`src/include/tcc_pkg.sv`:
```
// package of constants and types for the type-c cc power-up and mode block
`default_nettype none
package tcc_pkg;

  // ----------------------------------------
  // clock and timing
  // ----------------------------------------
  localparam int CLK_MHZ            = 250;
  // cc debounce time, microseconds; vbus is only sampled once it has run out
  localparam int DEBOUNCE_US        = 100;
  localparam int DEBOUNCE_CYC       = DEBOUNCE_US * CLK_MHZ;
  // drp toggle half period, microseconds
  localparam int TOGGLE_US          = 50;
  localparam int TOGGLE_CYC         = TOGGLE_US * CLK_MHZ;
  localparam int CNT_W              = 16;

  // ----------------------------------------
  // apb register map
  // ----------------------------------------
  localparam logic [7:0] ADDR_STATUS = 8'h00;
  localparam logic [7:0] ADDR_IRQ    = 8'h04;
  localparam logic [7:0] ADDR_MASK   = 8'h08;
  localparam logic [7:0] ADDR_CTRL   = 8'h0c;

  // status word field positions
  localparam int ST_ROLE_LSB        = 0;
  localparam int ST_ACTIVE_BIT      = 2;
  localparam int ST_AS_SRC_BIT      = 3;
  localparam int ST_ORIENT_BIT      = 4;
  localparam int ST_ADV_LSB         = 5;
  localparam int ST_DET_LSB         = 7;

  // irq bits: attach, detach
  localparam int IRQ_W              = 2;
  localparam int IRQ_ATTACH_BIT     = 0;
  localparam int IRQ_DETACH_BIT     = 1;
  localparam logic [IRQ_W-1:0] MASK_RST = 2'h0;
  localparam logic CTRL_DRP_EN_RST  = 1'b1;

  // ----------------------------------------
  // encodings
  // ----------------------------------------
  typedef enum logic [1:0] {TCC_ROLE_SNK, TCC_ROLE_SRC, TCC_ROLE_DRP} tcc_role_t;
  // current level: default, medium, high
  typedef enum logic [1:0] {TCC_CUR_DEF, TCC_CUR_MED, TCC_CUR_HIGH} tcc_cur_t;
  typedef enum logic [2:0]
  {
    TCC_ST_UNATT_SNK,
    TCC_ST_WAIT_SNK,
    TCC_ST_UNATT_SRC,
    TCC_ST_WAIT_SRC,
    TCC_ST_ATT_SNK,
    TCC_ST_ATT_SRC
  } tcc_state_t;

endpackage
`default_nettype wire

```
`src/tcc_port_ctrl.sv`:
```
// type-c cc port controller: power-up, role strap, attach, orientation
//
// Implementation choices: the APB register port and the address map.
`default_nettype none
//
// Summary of operation
// [RULE1] unpowered or in reset, both cc lines present sink pulldowns
// [RULE2] after reset release enter unattached and sample role strap
// [RULE3] unattached: watch cc as source, watch vbus as sink
// [RULE4] go active only after attach is detected and debounced
// [RULE5] role strap high selects source-only operation
// [RULE6] current strap high makes source advertise high current
// [RULE7] orientation output steers external superspeed mux
// [RULE8] role strap sampled only once after reset
// [RULE9] orientation pulled low for cc1, released high for cc2
// [RULE10] sink reports current: default h/l, medium l/h, high l/l
// [RULE11] current strap decoded to three levels and latched
module tcc_port_ctrl
  import tcc_pkg::*;
(
  // apb
  input  wire logic        pclk,
  input  wire logic        presetn,
  input  wire logic        psel,
  input  wire logic        penable,
  input  wire logic        pwrite,
  input  wire logic [7:0]  paddr,
  input  wire logic [31:0] pwdata,
  output logic      [31:0] prdata,
  output logic             pready,
  output logic             pslverr,
  // straps: role hi/lo (both low = open), current strap med/high
  input  wire logic        role_strap_hi,
  input  wire logic        role_strap_lo,
  input  wire logic        cur_strap_med,
  input  wire logic        cur_strap_high,
  // cc comparators: partner rd and rp seen per line, one shared rp level
  input  wire logic        cc1_rd_seen,
  input  wire logic        cc2_rd_seen,
  input  wire logic        cc1_rp_seen,
  input  wire logic        cc2_rp_seen,
  input  wire logic [1:0]  cc_rp_level,
  input  wire logic        vbus_sense_in,
  // terminations
  output logic             cc_pulldown_en,
  output logic             cc_pullup_en,
  output logic [1:0]       cc_adv_level,
  // orientation, open drain
  output logic             orient_out,
  output logic             orient_oe,
  // sink current report, active mode
  output logic             sink_current_flag_a,
  output logic             sink_current_flag_b,
  output logic             port_active,
  output logic             irq
);

  // ----------------------------------------
  // strap capture
  // ----------------------------------------
  logic       strap_done;
  tcc_role_t  role;
  tcc_cur_t   adv;
  tcc_role_t  next_role;
  tcc_cur_t   next_adv;

  assign next_role = role_strap_hi ? TCC_ROLE_SRC :           // see [RULE5]
                     role_strap_lo ? TCC_ROLE_SNK : TCC_ROLE_DRP;
  assign next_adv  = cur_strap_high ? TCC_CUR_HIGH :          // see [RULE11]
                     cur_strap_med  ? TCC_CUR_MED  : TCC_CUR_DEF;

  // straps caught on the first edge after release, never again
  always_ff @(posedge pclk or negedge presetn)
  begin
    if (!presetn)
    begin
      strap_done <= 1'b0;
      role       <= TCC_ROLE_SNK;
      adv        <= TCC_CUR_DEF;
    end
    else if (!strap_done)
    begin
      strap_done <= 1'b1;                                     // see [RULE8]
      role       <= next_role;                                // see [RULE2]
      adv        <= next_adv;                                 // see [RULE11]
    end
  end

  // ----------------------------------------
  // attach state machine
  // ----------------------------------------
  tcc_state_t       state;
  tcc_state_t       next_state;
  logic [CNT_W-1:0] cnt;
  logic             src_seen;
  logic             snk_seen;
  logic             deb_done;
  logic             tog_done;
  logic             drp_en;
  logic             cc2_side;

  assign src_seen = cc1_rd_seen ^ cc2_rd_seen;                // see [RULE3]
  assign snk_seen = cc1_rp_seen | cc2_rp_seen;
  // late vbus must still attach, so done is a compare at or above and the count saturates at all ones
  assign deb_done = cnt >= CNT_W'(DEBOUNCE_CYC - 1);
  assign tog_done = cnt == CNT_W'(TOGGLE_CYC - 1);

  always_comb
  begin
    next_state = state;
    unique case (state)
      TCC_ST_UNATT_SNK:
        if (!strap_done)
          next_state = state;                                 // see [RULE2]
        else if (role == TCC_ROLE_SRC)
          next_state = TCC_ST_UNATT_SRC;                      // see [RULE5]
        else if (snk_seen)
          next_state = TCC_ST_WAIT_SNK;
        else if (role == TCC_ROLE_DRP && drp_en && tog_done)
          next_state = TCC_ST_UNATT_SRC;
      TCC_ST_WAIT_SNK:
        if (!snk_seen)
          next_state = TCC_ST_UNATT_SNK;
        else if (deb_done && vbus_sense_in)
          next_state = TCC_ST_ATT_SNK;                        // see [RULE4]
      TCC_ST_UNATT_SRC:
        if (src_seen)
          next_state = TCC_ST_WAIT_SRC;
        else if (role == TCC_ROLE_DRP && tog_done)
          next_state = TCC_ST_UNATT_SNK;
      TCC_ST_WAIT_SRC:
        if (!src_seen)
          next_state = TCC_ST_UNATT_SRC;
        else if (deb_done)
          next_state = TCC_ST_ATT_SRC;                        // see [RULE4]
      TCC_ST_ATT_SNK:
        if (!vbus_sense_in)
          next_state = TCC_ST_UNATT_SNK;
      TCC_ST_ATT_SRC:
        if (!(cc1_rd_seen | cc2_rd_seen))
          next_state = TCC_ST_UNATT_SRC;
    endcase
  end

  always_ff @(posedge pclk or negedge presetn)
  begin
    if (!presetn)
    begin
      state    <= TCC_ST_UNATT_SNK;
      cnt      <= '0;
      cc2_side <= 1'b0;
    end
    else
    begin
      state <= next_state;
      cnt   <= (next_state != state) ? '0 : (&cnt) ? cnt : cnt + 1'b1;
      if (next_state == TCC_ST_ATT_SRC && state != TCC_ST_ATT_SRC)
        cc2_side <= cc2_rd_seen;                              // see [RULE9]
      else if (next_state == TCC_ST_ATT_SNK && state != TCC_ST_ATT_SNK)
        cc2_side <= cc2_rp_seen;                              // see [RULE9]
    end
  end

  // ----------------------------------------
  // pin outputs, all registered
  // ----------------------------------------
  logic attached;
  logic as_src;
  assign attached = state == TCC_ST_ATT_SNK || state == TCC_ST_ATT_SRC;
  assign as_src   = state == TCC_ST_UNATT_SRC || state == TCC_ST_WAIT_SRC ||
                    state == TCC_ST_ATT_SRC;

  // reset gives sink pulldowns, as the unpowered pad does
  always_ff @(posedge pclk or negedge presetn)
  begin
    if (!presetn)
    begin
      cc_pulldown_en      <= 1'b1;                            // see [RULE1]
      cc_pullup_en        <= 1'b0;
      cc_adv_level        <= 2'h0;
      orient_out          <= 1'b0;
      orient_oe           <= 1'b0;
      sink_current_flag_a <= 1'b1;
      sink_current_flag_b <= 1'b1;
      port_active         <= 1'b0;
    end
    else
    begin
      cc_pulldown_en <= !as_src;
      cc_pullup_en   <= as_src;
      cc_adv_level   <= adv;                                  // see [RULE6]
      // low on cc1, released (pulled high) on cc2
      orient_out     <= 1'b0;
      orient_oe      <= attached && !cc2_side;                // see [RULE7]
      port_active    <= attached;
      if (state == TCC_ST_ATT_SNK)
      begin
        sink_current_flag_a <= cc_rp_level == TCC_CUR_DEF;    // see [RULE10]
        sink_current_flag_b <= cc_rp_level == TCC_CUR_MED;    // see [RULE10]
      end
      else
      begin
        sink_current_flag_a <= 1'b1;
        sink_current_flag_b <= 1'b1;
      end
    end
  end

  // ----------------------------------------
  // interrupts and apb slave
  // ----------------------------------------
  logic [IRQ_W-1:0] irq_stat;
  logic [IRQ_W-1:0] irq_mask;
  logic [IRQ_W-1:0] irq_evt;
  logic             drp_ctrl;
  logic             wr;
  logic             rd;
  logic [31:0]      status_word;
  logic [31:0]      next_rdata;
  logic             hit;
  logic             prev_att;

  assign drp_en   = drp_ctrl;
  assign wr       = psel && penable && pwrite;
  assign rd       = psel && !penable && !pwrite;
  assign irq_evt  = {prev_att && !attached, !prev_att && attached};
  assign hit      = paddr == ADDR_STATUS || paddr == ADDR_IRQ ||
                    paddr == ADDR_MASK || paddr == ADDR_CTRL;
  assign status_word = {23'h0, cc_rp_level, adv, cc2_side, as_src, attached, role};
  assign next_rdata  = paddr == ADDR_STATUS ? status_word :
                       paddr == ADDR_IRQ    ? {30'h0, irq_stat} :
                       paddr == ADDR_MASK   ? {30'h0, irq_mask} :
                       paddr == ADDR_CTRL   ? {31'h0, drp_ctrl} : 32'h0;

  // one-cycle access phase; data latched in setup so prdata is a flop
  always_ff @(posedge pclk or negedge presetn)
  begin
    if (!presetn)
    begin
      prdata   <= 32'h0;
      pready   <= 1'b0;
      pslverr  <= 1'b0;
      irq_stat <= '0;
      irq_mask <= MASK_RST;
      drp_ctrl <= CTRL_DRP_EN_RST;
      prev_att <= 1'b0;
      irq      <= 1'b0;
    end
    else
    begin
      prev_att <= attached;
      pready   <= psel && !penable;
      pslverr  <= psel && !penable && !hit;
      if (rd)
        prdata <= next_rdata;
      // set wins over write-one-to-clear
      irq_stat <= (irq_stat & ~((wr && paddr == ADDR_IRQ) ? pwdata[IRQ_W-1:0] : '0))
                  | irq_evt;
      if (wr && paddr == ADDR_MASK)
        irq_mask <= pwdata[IRQ_W-1:0];
      if (wr && paddr == ADDR_CTRL)
        drp_ctrl <= pwdata[0];
      // a mask bit set blocks its event
      irq <= |(irq_stat & ~irq_mask);
    end
  end
endmodule
`default_nettype wire

```
`config.mk`:
```
export PLATFORM = sky130hd
export DESIGN_NAME = tcc_port_ctrl
export DESIGN_NICKNAME = d
export VERILOG_FILES = /design/src/include/tcc_pkg.sv /design/src/tcc_port_ctrl.sv
export SDC_FILE = /design/constraint.sdc
export NUM_CORES = 1
export LEC_CHECK = 0
export BUFFER_PORTS_ARGS = -buffer_cell sky130_fd_sc_hd__buf_2
export CAP_MARGIN = 20
export CORE_MARGIN = 2
export CORE_UTILIZATION = 45
export DETAILED_ROUTE_END_ITERATION = 10
export PLACE_DENSITY = 0.76
export SKIP_LAST_GASP = 1
export SLEW_MARGIN = 20
export SYNTH_ARGS = -nofsm -noshare
export SYNTH_HDL_FRONTEND = slang
export SYNTH_SLANG_ARGS = --single-unit
```
`constraint.sdc`:
```
create_clock -name pclk -period 1.9 [get_ports pclk]
set_input_delay 0.19 -clock pclk [delete_from_list [all_inputs] [get_ports pclk]]
set_output_delay 0.19 -clock pclk [all_outputs]
set_load 0.1 [all_outputs]
```
After elaboration in Yosys (flattened, before gate mapping)
Index checks and enable logic that the tools add are counted.
{ "classes": {"addsub": 1, "n_mul": 0, "n_div": 0, "magnitude_cmp": 1, "n_eq_ne": 18, "shift": 0, "mux": 28, "n_bitwise": 8, "n_reduce_logical": 36} }
{ "op_table": {"columns": ["cell", "count"], "rows": [
  ["3-bit two-way mux", 12],
  ["16-bit two-way mux", 2],
  ["3-bit one-hot mux with 6 select lines", 1],
  ["1-bit logical AND", 17],
  ["16-bit by 1-bit adder with 16-bit output, second input constant", 1],
  ["16-bit by 14-bit equality test with 1-bit output, second input constant", 1],
  ["8-bit by 4-bit equality test with 1-bit output, second input constant", 2],
  ["16-bit by 15-bit greater-or-equal comparator with 1-bit output, second input constant", 1],
  ["16-bit AND reduction", 1],
  ["3-bit equality test, second input constant", 4],
  ["2-bit two-way mux", 6],
  ["9-bit two-way mux", 1],
  ["8-bit by 3-bit equality test with 1-bit output, second input constant", 1],
  ["8-bit zero test", 1],
  ["1-bit zero test", 7],
  ["3-bit by 2-bit equality test with 1-bit output, second input constant", 2],
  ["1-bit logical OR", 6],
  ["1-bit two-way mux", 6],
  ["3-bit != test, second input constant", 2],
  ["2-bit bitwise AND", 2],
  ["2-bit by 1-bit equality test with 1-bit output, second input constant", 2],
  ["2-bit NOT", 2],
  ["3-bit by 1-bit equality test with 1-bit output, second input constant", 1],
  ["3-bit zero test", 1],
  ["other kinds (9)", 10]
]} }
{ "totals": {"regBits": 73, "latch_bits": 0, "ramBits": 0, "rom_bits": 0, "input_bits": 56, "memories": 0} }

Logic depth before layout (Yosys ltp)
{ "depth": {"word_depth": 12, "ltp_mapped": 9, "ltp_nobuf": 8} }

Worst setup path before layout
Ideal clock, no wire load.
{ "synth_timing": {"path_type": "reg-to-reg", "start": "register cnt[0]", "end": "register cnt[15]", "arrival_ns": 1.892, "setup_slack_ns": -0.090, "path_stages_with_launch": 9, "path_cell_list": "dfrtp_1 -> ha_1 -> and2_1 -> clkbuf_1 -> o211ai_1 -> o211ai_1 -> a21oi_2 -> nand4b_4 -> nor4bb_2"} }
{ "synth_via": {"elab_chain_cells": 9} }
{ "synth_lines": {"columns": ["item", "line_no", "rtl"], "rows": [
  ["start, declared", "tcc_port_ctrl.sv:94", "logic [CNT_W-1:0] cnt;"],
  ["start signal, assigned", "tcc_port_ctrl.sv:156", "cnt <= (next_state != state) ? '0 : (&cnt) ? cnt : cnt + 1'b1;"],
  ["branches (longest 9 deep; another with 16-bit by 15-bit greater-or-equal comparator with 1-bit output)", null, null]
]} }
Several ways; the timed one is not identified. The select of a mux whose other input is x is not followed.
A chain may end at the register's enable or synchronous reset.

Final worst setup path
{ "layout_timing": {"start": "register cnt[11]", "end": "register cnt[2]"} }
Same word-level chain as after synthesis.

==> impl_results.html <==
<table>
<tr><th>Metric</th><th>Value</th></tr>
<tr><th colspan="2">Final layout</th></tr>
<tr><td>Final layout net count</td><td>approximately 470</td></tr>
<tr><td>Area growth from synthesis to layout</td><td>28.09%</td></tr>
<tr><td>Layout Cells excl Fill</td><td>487</td></tr>
<tr><td>Final std cell area, no fill</td><td>3782 µm²</td></tr>
<tr><td>Antenna diode count</td><td>0</td></tr>
<tr><td>Fraction of layout instances using a drive strength above 1</td><td>0.3366</td></tr>
<tr><th colspan="2">Drt</th></tr>
<tr><td>Routed wire length</td><td>7.159 mm</td></tr>
<tr><td>Vias after detailed routing</td><td>2,660</td></tr>
<tr><td>DR pass1 iterations</td><td>5</td></tr>
<tr><td>Wire length per cell</td><td>14.70 µm</td></tr>
<tr><td>Detail-routed via count per cell</td><td>around 5.5</td></tr>
<tr><td>Number of design rule violations left after detail routing</td><td>0</td></tr>
<tr><td>Number of routed nets with antenna violations</td><td>0</td></tr>
<tr><td>Violation count after the first detailed-routing iteration</td><td>150</td></tr>
<tr><th colspan="2">Outcome</th></tr>
<tr><td>Failing checks</td><td>setup timing</td></tr>
<tr><td>Run status</td><td>finished with violations</td></tr>
<tr><th colspan="2">Power and ir drop</th></tr>
<tr><td>Leakage power</td><td>1.915 nW</td></tr>
<tr><td>Peak supply drop</td><td>0.4080 mV</td></tr>
<tr><td>P per Cell Area</td><td>714.8 nW/µm²</td></tr>
<tr><th colspan="2">Global routing</th></tr>
<tr><td>Number of global-route vias before repair</td><td>2,542</td></tr>
<tr><td>Number of antenna violations at the first check in global routing</td><td>0</td></tr>
<tr><td>Global-route wire length before repair</td><td>11.54 mm</td></tr>
<tr><td>Maximum number of pins on one net before global-route repair</td><td>27</td></tr>
<tr><td>GRT Residual Overflow</td><td>0</td></tr>
<tr><td>GRT Overall Usage</td><td>0.1968</td></tr>
<tr><th colspan="2">Yosys</th></tr>
<tr><td>Simple-Gate Fraction of Synth Area</td><td>0.2479</td></tr>
<tr><td>Area fraction in compound gates after synthesis</td><td>0.1445</td></tr>
<tr><td>Yosys warning count</td><td>0</td></tr>
<tr><td>Post-synthesis share of cell area spent on xor and xnor gates</td><td>0.03263</td></tr>
<tr><td>Netlist cell types</td><td>61</td></tr>
<tr><td>Leading cell type by number of instances after synthesis</td><td>dfrtp_1</td></tr>
<tr><td>Portion of the post-synthesis area used by sequential elements</td><td>0.4254</td></tr>
<tr><td>Synthesized-area fraction occupied by adder cells</td><td>0.008475</td></tr>
<tr><td>Mapped Avg Cell Area</td><td>9.228 µm²</td></tr>
<tr><td>Predominant post-synthesis flop cell</td><td>dfrtp_1</td></tr>
<tr><td>Dominant combinational cell family by area after synthesis</td><td>simple AND/OR/NAND/NOR gates</td></tr>
<tr><td>Leading post-synthesis cells by instance count</td><td>dfrtp_1, nand2_1, nor2_1</td></tr>
<tr><td>Mux share of post-synthesis cell area</td><td>0.03686</td></tr>
<tr><td>Number of cells produced by synthesis</td><td>320</td></tr>
<tr><td>Number of synthesized flops with an enable pin</td><td>0</td></tr>
<tr><td>Share of the synthesized area in the top cell type</td><td>0.3898</td></tr>
<tr><td>Top area cells in the synthesized netlist</td><td>dfrtp_1, buf_4, nand2_1</td></tr>
<tr><td>Cell area after technology mapping</td><td>2953 µm²</td></tr>
<tr><td>Synth area leader</td><td>dfrtp_1</td></tr>
<tr><td>FFs w/ async S/R, synth</td><td>1.000</td></tr>
<tr><td>Synth Register Bits</td><td>50</td></tr>
<tr><th colspan="2">STA</th></tr>
<tr><td>Final Skew</td><td>around 8 ps</td></tr>
<tr><td>Final count of pins violating max slew</td><td>0</td></tr>
<tr><td>Unrepaired setup endpoints after global routing</td><td>yes</td></tr>
<tr><td>Slew margin rel.</td><td>0.5941</td></tr>
<tr><td>Actual slew at the worst max-slew pin</td><td>between 600 and 700 ps</td></tr>
<tr><td>Highest Clock Rate</td><td>around 470 MHz</td></tr>
<tr><td>Smallest hold slack</td><td>44.44 ps</td></tr>
<tr><td>Final worst slack</td><td>-217.4 ps</td></tr>
<tr><td>Period Utilization, post-route</td><td>1.114</td></tr>
<tr><td>Final number of setup-violating endpoints</td><td>19</td></tr>
<tr><td>Post-layout minimum cycle time</td><td>roughly 2100 ps</td></tr>
<tr><td>Hold Violations, Final</td><td>0</td></tr>
<tr><th colspan="2">Die</th></tr>
<tr><td>Total Die Area</td><td>7226 µm²</td></tr>
<tr><td>Initial Utilization</td><td>0.4650</td></tr>
<tr><td>Core Rows</td><td>29</td></tr>
<tr><td>Die Y</td><td>85.01 µm</td></tr>
<tr><td>Core Box Area</td><td>6350 µm²</td></tr>
<tr><td>Die outline width</td><td>85.01 µm</td></tr>
<tr><td>Number of ports placed on the die boundary</td><td>100</td></tr>
<tr><th colspan="2">Clocking</th></tr>
<tr><td>Buffer type at the clock tree root</td><td>clkbuf_8</td></tr>
<tr><td>Source-to-sink clock delay at the later pin of the worst-skew pair</td><td>310 ps</td></tr>
<tr><td>Sink count of the clock tree</td><td>50</td></tr>
<tr><td>Clock-pin slew of the registers on the worst-case setup and hold paths</td><td>90 ps</td></tr>
<tr><td>CTS max path bufs</td><td>2</td></tr>
<tr><td>Number of CTS-inserted buffers</td><td>5</td></tr>
<tr><td>Number of H-tree branching levels</td><td>2</td></tr>
<tr><td>TritonCTS clock tree</td><td>built</td></tr>
<tr><th colspan="2">Critical path</th></tr>
<tr><td>Max Fanout on Critical Path</td><td>6</td></tr>
<tr><td>Kind of critical path</td><td>register to register</td></tr>
<tr><td>Startpoint Class</td><td>register</td></tr>
<tr><td>Arrival time worst endpoint</td><td>roughly 2300 ps</td></tr>
<tr><td>Data required time at the worst endpoint</td><td>2130 ps</td></tr>
<tr><td>Kind of capture point of the worst setup path</td><td>register</td></tr>
<tr><th colspan="2">Placement</th></tr>
<tr><td>Total placed cells including tap cells</td><td>470</td></tr>
<tr><td>Setup WS pre-CTS</td><td>-353.6 ps</td></tr>
<tr><td>Routability cong.</td><td>around 0.91</td></tr>
<tr><td>HPWL after detailed placement</td><td>5.159 mm</td></tr>
<tr><td>IO Port Bufs</td><td>45</td></tr>
<tr><td>Area of placed instances</td><td>about 3500 µm²</td></tr>
<tr><th colspan="2">Worst hold path</th></tr>
<tr><td>Hold WC Path Type</td><td>primary input to register</td></tr>
<tr><th colspan="2">Job</th></tr>
<tr><td>Number of max-cap violations</td><td>0</td></tr>
</table>
## cell families (layout without fill, tap and decap cells)
group / Yosys count / in the layout
fa+ha+maj: 2 / 2
buf+inv: 53 / 120
simple gates: 135 / 135
xor+xnor: 11 / 11
compound gates: 58 / 58
mux: 9 / 9
other cells: 2 / 25
flops: 50 / 50
## placed cells by master (no fill, tap or decap), types with 3 or more instances in the layout
cell / count
nand3_1: 20
a21oi_1: 9
nor2_1: 29
nor3_1: 7
dfstp_2: 4
nand2_1: 34
nand4_1: 5
nor3b_1: 3
mux2i_1: 3
buf_2: 45
o22ai_1: 3
nor2b_1: 3
dfrtp_1: 46
xor2_1: 11
inv_1: 10
nor4_1: 4
a22o_1: 10
nand2b_1: 7
and2_1: 3
buf_4: 52
a21boi_0: 3
conb_1: 25
o211ai_1: 4
clkbuf_8: 5
o21ai_0: 6
mux2_2: 5
and3_1: 3
buf_12: 4
## power by group
part | total [mW] | switching (mW) | internal (mW) | leakage, nW
logic | 0.800 | 0.527 | 0.272 | 1.22
clock network | 0.749 | 0.354 | 0.395 | 0.0554
registers | 1.15 | 0.0410 | 1.11 | 0.644
total | 2.70 | 0.922 | 1.78 | 1.92
## registers in the layout (all words and copies together), names as in the netlist, 2 cells and up
name / flops
adv: 2
cc_adv_level: 2
cnt: 16
irq_mask: 2
irq_stat: 2
prdata: 9
role: 2
state: 3
## critical path, stage by stage, from the launching register on
cell	delay (ps)
dfrtp_1	410
or4_4	550
o22ai_2	160
o211ai_1	130
a21oi_2	230
nand4b_4	180
buf_12	180
nor4b_4	190
## what timing repair did
item,in CTS,in global routing
buffers inserted,2,6
endpoints found under the setup margin,18,19
resized for setup,6,6
hold endpoints to repair,22,0
pin swaps,3,4
hold buffers,1,0
## path summary, 6_finish.rpt
path | startpoint | endpoint | slack (ps) | depth (start not counted)
min in group asynchronous | presetn | prdata[0] | 430 | 2
max | cnt[11] | cnt[2] | -220 | 7
max in group asynchronous | presetn | drp_ctrl | 850 | 3
min | role_strap_lo | role[1] | 40 | 2
min reg2reg | adv[1] | cc_adv_level[1] | 410 | 0
max reg2reg | cnt[11] | cnt[2] | -220 | 7
## metrics by stage
stage | power, mW | setup TNS, ps | utilization
global placement | 1.871 | -3331 | 0.5478
finish | 2.704 | -2628 | 0.5957
floorplan | 1.716 | -120.6 | -
global route | 2.845 | -4621 | 0.5957
CTS | 2.702 | -2800 | 0.5799
detailed placement | 1.885 | -4484 | 0.5478
## layer usage
metal,vias up,track usage,routed length [µm]
met5,-,0,0
met4,0,0.05339,118
met3,18,0.04572,450
met2,103,0.3466,3654
met1,1282,0.2416,2936
li1,1257,-,-
## final cells by class
cell class	count	area, µm²
flip-flops and latches	50	1256
multi-input cells	240	1575
well taps	77	96.34
repair buffers	102	705.7
clock inverters	2	38.79
fillers	549	2567
inverters	10	37.54
clock buffers	6	72.57
Note: power is estimated with default switching activity, not from simulation.
